$ cat config.mk
export PLATFORM = sky130hd
export DESIGN_NAME = ciu_core
export DESIGN_NICKNAME = d
export VERILOG_FILES = /design/src/core/ciu_pkg.sv /design/src/core/ciu_flag_cell.sv /design/src/core/ciu_core.sv
export SDC_FILE = /design/constraint.sdc
export NUM_CORES = 1
export LEC_CHECK = 0
export ABC_AREA = 1
export ABC_CLOCK_PERIOD_IN_PS = 950
export BUFFER_PORTS_ARGS = -buffer_cell sky130_fd_sc_hd__buf_2
export CAP_MARGIN = 20
export CORE_UTILIZATION = 46
export DETAILED_ROUTE_END_ITERATION = 8
export GPL_ROUTABILITY_DRIVEN = 1
export PLACE_DENSITY = 0.83
export RECOVER_POWER = 100
export SLEW_MARGIN = 20
export SYNTH_ARGS = -nofsm -noshare
export SYNTH_HDL_FRONTEND = slang
export SYNTH_SLANG_ARGS = --single-unit
$ cat constraint.sdc
create_clock -name ref_clk_i -period 0.95 [get_ports ref_clk_i]
set_input_delay 0.095 -clock ref_clk_i [delete_from_list [all_inputs] [get_ports ref_clk_i]]
set_output_delay 0.095 -clock ref_clk_i [all_outputs]
set_load 0.01 [all_outputs]
$ cat src/core/ciu_pkg.sv
// Package of constants and carrier types for the CAN interrupt unit
package ciu_pkg;

   // ----------------------------------------------------------------
   // Register map
   // ----------------------------------------------------------------
   localparam logic [7:0] CIU_ADDR_ENABLE = 8'h2B;
   localparam logic [7:0] CIU_ADDR_FLAGS = 8'h2C;
   localparam logic [7:0] CIU_ENABLE_RST = 8'h00;
   localparam logic [7:0] CIU_FLAGS_RST = 8'h00;
   localparam logic [7:0] CIU_UNMAPPED_RD = 8'h00;

   // ----------------------------------------------------------------
   // Bit positions, shared by both registers
   // ----------------------------------------------------------------
   localparam int CIU_BIT_MSG_ERR = 7;
   localparam int CIU_BIT_WAKEUP = 6;
   localparam int CIU_BIT_ERR_CHG = 5;
   localparam int CIU_BIT_TX2 = 4;
   localparam int CIU_BIT_TX1 = 3;
   localparam int CIU_BIT_TX0 = 2;
   localparam int CIU_BIT_RX1 = 1;
   localparam int CIU_BIT_RX0 = 0;

   // ----------------------------------------------------------------
   // Pending source codes, lower value wins
   // ----------------------------------------------------------------
   localparam logic [2:0] CIU_CODE_NONE = 3'h0;
   localparam logic [2:0] CIU_CODE_ERR = 3'h1;
   localparam logic [2:0] CIU_CODE_WAKE = 3'h2;
   localparam logic [2:0] CIU_CODE_TX0 = 3'h3;
   localparam logic [2:0] CIU_CODE_TX1 = 3'h4;
   localparam logic [2:0] CIU_CODE_TX2 = 3'h5;
   localparam logic [2:0] CIU_CODE_RX0 = 3'h6;
   localparam logic [2:0] CIU_CODE_RX1 = 3'h7;

   // ----------------------------------------------------------------
   // Wake-up pin synchroniser; bus idles recessive (high)
   // ----------------------------------------------------------------
   localparam logic [2:0] CIU_WSYNC_RST = 3'h7;
   localparam logic CIU_WSTABLE_RST = 1'b1;
   localparam logic CIU_INT_N_RST = 1'b1;

   // ----------------------------------------------------------------
   // Carrier types
   // ----------------------------------------------------------------
   typedef struct packed {
      logic wr;
      logic rd;
      logic [7:0] addr;
      logic [7:0] wdata;
      logic [7:0] wmask;
   } ciu_reg_req_t;

   typedef struct packed {
      logic msg_err;
      logic [2:0] tx_empty;
      logic [1:0] rx_full;
   } ciu_events_t;

   typedef struct packed {
      logic [7:0] ena;
      logic [7:0] error_condition_register_prev;
      logic [2:0] wsync;
      logic wstable;
      logic int_n;
      logic [2:0] code;
      logic [7:0] rdata;
   } ciu_state_t;

   localparam ciu_state_t CIU_STATE_RST = '{
      ena: CIU_ENABLE_RST,
      error_condition_register_prev: 8'h00,
      wsync: CIU_WSYNC_RST,
      wstable: CIU_WSTABLE_RST,
      int_n: CIU_INT_N_RST,
      code: CIU_CODE_NONE,
      rdata: 8'h00
   };

endpackage

$ cat src/core/ciu_flag_cell.sv
// One sticky interrupt flag with host write and hold-off of clears
`timescale 1ns/1ps
module ciu_flag_cell
   import ciu_pkg::*;
#(
   parameter logic RST_VAL = 1'b0
) (
   input wire logic ref_clk_i,
   input wire logic arst_n_i,
   input wire logic ce_i,
   input wire logic set_i,
   input wire logic wr_i,
   input wire logic wdata_i,
   input wire logic hold_i,
   output logic flag_o
);

   typedef struct packed {
      logic flag;
   } ciu_cell_t;

   ciu_cell_t s_q;
   ciu_cell_t s_d;

   // ----------------------------------------------------------------
   // Next state: hardware set beats any clear in the same cycle
   // ----------------------------------------------------------------
   always_comb begin
      s_d = s_q;
      if (set_i) begin
         s_d.flag = 1'b1;
      end else if (wr_i && wdata_i) begin
         s_d.flag = 1'b1;
      end else if (wr_i && !hold_i) begin
         s_d.flag = 1'b0;
      end
   end

   always_ff @(posedge ref_clk_i or negedge arst_n_i) begin
      if (!arst_n_i) begin
         s_q <= '{flag: RST_VAL};
      end else if (ce_i) begin
         s_q <= s_d;
      end
   end

   assign flag_o = s_q.flag;

endmodule

$ cat src/core/ciu_core.sv
// CAN controller interrupt unit: enable and flag registers, interrupt pin, source code
//
// Operation
// Message-error enable, bit 7, gates interrupts from reception or transmission errors.
// Wake-up enable, bit 6, gates interrupts from detected bus activity.
// Error enable, bit 5, gates interrupts on any error-condition register change.
// Enable bits 4, 3, 2 gate transmit buffer 2, 1, 0 empty interrupts.
// Enable bits 1, 0 gate receive buffer 1, 0 full interrupts.
// Enable register at 2Bh, eight read/write bits, resets to zero.
// Flag register at 2Ch, eight read/write bits, resets to zero, same layout.
// A flag at one is pending until the host clears it.
// Flag bits 4, 3, 2 record transmit buffer 2, 1, 0 empty.
// Flag bit 5 summarises the error-condition register; host reads that for cause.
// Flag bits 1, 0 record receive buffer 1, 0 full.
// Interrupt output stays low while any enabled flag is pending.
// Three-bit code gives highest enabled pending source; zero means none. Message error (bit 7) has no code here; it alone gives zero.
// Host clear has no effect while the setting condition persists.
// Host writing one to a flag creates a pending interrupt if enabled.
// Events set flags regardless of enables; enables only gate pin and code.
`timescale 1ns/1ps
module ciu_core
   import ciu_pkg::*;
(
   input wire logic ref_clk_i,
   input wire logic arst_n_i,
   input wire logic ce_i,
   input wire ciu_reg_req_t reg_req_i,
   output logic [7:0] reg_rdata_o,
   input wire ciu_events_t events_i,
   input wire logic [7:0] error_condition_i,
   input wire logic [7:0] src_hold_i,
   input wire logic can_rx_i,
   output logic int_n_o,
   output logic [2:0] pending_source_code_o,
   output logic [7:0] interrupt_flags_o,
   output logic [7:0] interrupt_enable_o
);

   ciu_state_t s_q;
   ciu_state_t s_d;
   logic [7:0] flags_q;
   logic [7:0] set_vec;
   logic [7:0] flag_wr;
   logic [7:0] active;
   logic wake_evt;
   logic err_chg;
   logic wr_ena;
   logic wr_flags;

   // ----------------------------------------------------------------
   // Address decode and source events
   // ----------------------------------------------------------------
   always_comb begin
      wr_ena = 1'b0;
      wr_flags = 1'b0;
      if (reg_req_i.wr && reg_req_i.addr == CIU_ADDR_ENABLE) begin
         wr_ena = 1'b1;
      end else if (reg_req_i.wr && reg_req_i.addr == CIU_ADDR_FLAGS) begin
         wr_flags = 1'b1;
      end
   end

   // Bus activity is a falling edge of the filtered pin, so noise on one
   // sample cannot wake the controller
   assign wake_evt = s_q.wstable && (s_q.wsync[1] == s_q.wsync[2]) && !s_q.wsync[2];
   assign err_chg = error_condition_i != s_q.error_condition_register_prev;

   always_comb begin
      set_vec = 8'h00;
      set_vec[CIU_BIT_MSG_ERR] = events_i.msg_err;
      set_vec[CIU_BIT_WAKEUP] = wake_evt;
      set_vec[CIU_BIT_ERR_CHG] = err_chg;
      set_vec[CIU_BIT_TX2] = events_i.tx_empty[2];
      set_vec[CIU_BIT_TX1] = events_i.tx_empty[1];
      set_vec[CIU_BIT_TX0] = events_i.tx_empty[0];
      set_vec[CIU_BIT_RX1] = events_i.rx_full[1];
      set_vec[CIU_BIT_RX0] = events_i.rx_full[0];
   end

   // Bit-modify style mask avoids losing a flag that rises mid-write
   assign flag_wr = wr_flags ? reg_req_i.wmask : 8'h00;

   // ----------------------------------------------------------------
   // Flag bits
   // ----------------------------------------------------------------
   for (genvar g = 0; g < 8; g++) begin : g_flag
      ciu_flag_cell #(
         .RST_VAL(CIU_FLAGS_RST[g])
      ) u_cell (
         .ref_clk_i(ref_clk_i),
         .arst_n_i(arst_n_i),
         .ce_i(ce_i),
         .set_i(set_vec[g]),
         .wr_i(flag_wr[g]),
         .wdata_i(reg_req_i.wdata[g]),
         .hold_i(src_hold_i[g]),
         .flag_o(flags_q[g])
      );
   end

   assign active = flags_q & s_q.ena;

   // ----------------------------------------------------------------
   // State update
   // ----------------------------------------------------------------
   always_comb begin
      s_d = s_q;
      s_d.wsync = {s_q.wsync[1:0], can_rx_i};
      if (s_q.wsync[1] == s_q.wsync[2]) begin
         s_d.wstable = s_q.wsync[2];
      end
      s_d.error_condition_register_prev = error_condition_i;
      if (wr_ena) begin
         s_d.ena = (s_q.ena & ~reg_req_i.wmask) | (reg_req_i.wdata & reg_req_i.wmask);
      end
      s_d.int_n = ~(|active);
      if (active[CIU_BIT_ERR_CHG]) begin
         s_d.code = CIU_CODE_ERR;
      end else if (active[CIU_BIT_WAKEUP]) begin
         s_d.code = CIU_CODE_WAKE;
      end else if (active[CIU_BIT_TX0]) begin
         s_d.code = CIU_CODE_TX0;
      end else if (active[CIU_BIT_TX1]) begin
         s_d.code = CIU_CODE_TX1;
      end else if (active[CIU_BIT_TX2]) begin
         s_d.code = CIU_CODE_TX2;
      end else if (active[CIU_BIT_RX0]) begin
         s_d.code = CIU_CODE_RX0;
      end else if (active[CIU_BIT_RX1]) begin
         s_d.code = CIU_CODE_RX1;
      end else begin
         s_d.code = CIU_CODE_NONE;
      end
      if (reg_req_i.rd) begin
         if (reg_req_i.addr == CIU_ADDR_ENABLE) begin
            s_d.rdata = s_q.ena;
         end else if (reg_req_i.addr == CIU_ADDR_FLAGS) begin
            s_d.rdata = flags_q;
         end else begin
            s_d.rdata = CIU_UNMAPPED_RD;
         end
      end
   end

   always_ff @(posedge ref_clk_i or negedge arst_n_i) begin
      if (!arst_n_i) begin
         s_q <= CIU_STATE_RST;
      end else if (ce_i) begin
         s_q <= s_d;
      end
   end

   assign reg_rdata_o = s_q.rdata;
   assign int_n_o = s_q.int_n;
   assign pending_source_code_o = s_q.code;
   assign interrupt_flags_o = flags_q;
   assign interrupt_enable_o = s_q.ena;
endmodule

==> flow_summary_export.csv <==
group,metric,value,unit
status,outcome,"finished, violations left",
status,violations,"negative setup slack",
pwr,seqPwrFrac,46.3,%
cells_and_area,layout-drive-gt1-share,38.9,%
pwr,p_comb_share,19.5,%
clocking,clock_latency,0.30,ns
synth,synth_enable_flop_cells,0,
setup_path,reg2regPathDepth,5,
grt,grt_pass1_vias,2310,
detailed_routing,routedWlPerCell,14.7,µm
synth,syn_avg_cell_area,7.14,µm²
setup_path,worst_setup_path_end_kind,"flop",
pwr,netSwitchingFraction,27.7,%
worst_hold_path,whs_path_depth,3,
floorplanning,die_h,75.1,µm
grt,grt.total_usage,25.0,%
placement,hpwl,4630,µm
clocking,cts_tree,"built",
cells_and_area,nets,493,
sta,rsz0062_at_grt,"true",
pwr,powerDensity,1220,mW/mm²
synth,synth_nets,396,
floorplanning,core,0.00511,mm²
placement,place_congestion,0.836,
sta,finalWorstSetupSlack,-0.199,ns
synth,ys_types,27,
floorplanning,design.portCount,80,
pwr,power_leakage,1.84,nW
detailed_routing,drtIter0Drc,277,
sta,drv_slew,0,
synth,synth_area_leaders,"dfrtp_1 (36%), nand2_1 (20%), buf_4 (8.9%), inv_1 (6.9%), dfstp_2 (5.4%)",
cells_and_area,fillers,404,
setup_path,cp.required,1.13,ns
synth,yosysTopAreaCell,"dfrtp_1",
cells_and_area,syn_to_final_growth,38.0,%
detailed_routing,wl_met3,643,µm
detailed_routing,first_pass_iters,5,
sta,skew,0.00512,ns
sta,setup_viol,26,
synth,synth_top_area_share,35.7,%
clocking,cts.sinks,40,
detailed_routing,routed_wl,7520,µm
pwr,cell_internal_pwr,2.98,mW
sta,tns,-2.42,ns
grt,grt_pass1_wl,10500,µm
detailed_routing,ant_nets,0,
detailed_routing,drcViolationCount,0,
worst_hold_path,min_path_type,"in2reg",
synth,ys_ff_latch,40,
floorplanning,initial_core_util,48.1,%
synth,synth_top_flop_cell,"dfrtp_1",
placement,pre_cts_ws,-0.149,ns
synth,syn-instance-count,344,
synth,syn_area,0.00245,mm²
sta,hold_violations,0,
pwr,p_clk_share,34.2,%
grt,grt_max_degree,41,
floorplanning,die_width,75.1,µm
detailed_routing,dr_wl_met2,3910,µm
grt,globalRouteOverflowTotal,0,
placement,port_buffers,79,
detailed_routing,routedLengthMet1,2690,µm
setup_path,crit_fanout,3,
floorplanning,dieArea,0.00563,mm²
run,cap_violations,0,
clocking,cts_root_buf,"clkbuf_8",
detailed_routing,vias_per_cell,5.17,
synth,ys_warn_count,0,
synth,seq_area_frac_synth,41.0,%
floorplanning,rows,26,
pwr,p_switching,1.14,mW
clocking,clk_pin_slew,0.08,ns
setup_path,critPathArrivalTime,1.33,ns
sta,min_period,1.15,ns
sta,finalCritPeriodShare,121,%
clocking,cts_inserted_buffers,5,
sta,slew_headroom,66.3,%
pwr,irDropWorstVdd,0.799,mV
detailed_routing,via_count,2645,
setup_path,cp-start-kind,"flop",
clocking,htreeDepth,2,
setup_path,crit_type,"reg2reg",
cells_and_area,diodes,0,
sta,fmax,871,MHz
grt,antenna_found_initial,0,
detailed_routing,top_layer,"met4",
clocking,clk_path_buf_depth,2,
synth,async_flop_share,100,%
sta,tightest_slew,0.505,ns
## cells in the final DEF, fill, tap and decap left out, types with 8 or more instances in the layout
master / instances
a31oi_1: 8
buf_2: 58
buf_4: 24
buf_6: 34
dfrtp_1: 35
inv_1: 37
inv_2: 9
nand2_1: 122
nand2_2: 11
nand3b_1: 8
nand4_1: 16
nor2_1: 22
o21ai_0: 11
## Yosys cell counts (3+ instances only)
master / count
nand3b_1: 8
dfrtp_1: 35
o21ai_0: 12
nand4_1: 16
buf_4: 29
dfstp_2: 5
nor2_1: 24
inv_2: 3
buf_1: 3
buf_2: 3
nand2_1: 134
inv_1: 45
a31oi_1: 9
## layout make-up
class                      instances  area (µm²)  area share (%)
inverter                          49         194            5.72
clock buffer                       6        72.6            2.14
multi-input combinational        217        1080            31.8
clock inverter                     2        35.0            1.03
timing repair buffer             128         913            27.0
sequential                        40        1010            29.7
tap                               70        87.6            2.58
## power by group through the flow
stage | Sequential, mW | Combinational [mW] | Clock, mW
after floorplan | 1.92 | 0.410 | 0
after global placement | 1.93 | 0.662 | 0
after detailed placement | 1.93 | 0.687 | 0
after CTS | 1.90 | 0.781 | 1.36
after global routing | 1.92 | 0.883 | 1.46
final | 1.91 | 0.802 | 1.41
## layer usage
layer	vias up	global-route usage, %
met1	1237	29.7
met5	-	0
li1	1231	-
met3	34	4.82
met2	143	45.5
met4	0	7.76
## kinds of logic (layout without fill, tap and decap cells)
group,Yosys count,count (layout),share of synthesized area (%)
AND/OR/NAND/NOR,191,191,34.5
AO/OA/AOI/OAI,26,26,6.06
buffers and inverters,87,185,18.5
flip-flops,40,40,41.0
## worst paths after layout
| path | slack (ns) | start | to |
|---|---|---|---|
| worst max-delay path | -0.20 | flop | pending_source_code_o[1] |
| worst min-delay path | 0.004 | src_hold_i[6] | g_flag[6].u_cell.flag_o |
| worst max register to register | -0.20 | flop | pending_source_code_o[1] |
| worst min register to register | 0.46 | s_d[14] | s_d[14] |
| max in group asynchronous | 0.20 | arst_n_i | s_d[14] |
| min in group asynchronous | 0.38 | arst_n_i | reg_rdata_o[4] |
## critical path, stage by stage (launching register included)
cell	delay (ns)
dfrtp_1	0.40
nand2_2	0.11
buf_4	0.15
buf_6	0.11
a31oi_4	0.15
o21ai_1	0.10
## stage by stage
stage	area, µm²	cells	util (%)	hold WS [ns]	total power, mW
final	3390	512	66.3	0.00442	4.12
after CTS	3340	509	65.4	0.0100	4.05
after global placement	2930	483	57.3	0.0786	2.59
after floorplan	2470	344	-	-0.201	2.33
after global routing	3390	512	66.3	0.00841	4.27
after detailed placement	2930	483	57.3	0.0796	2.62
## timing repair
action	CTS	global route
pin swaps	6	18
buffers inserted	17	4
gates resized for setup	37	30
hold endpoints to repair	36	0
setup endpoints to repair	23	31
hold buffers	1	0
Note: power is estimated with default switching activity, not from simulation.
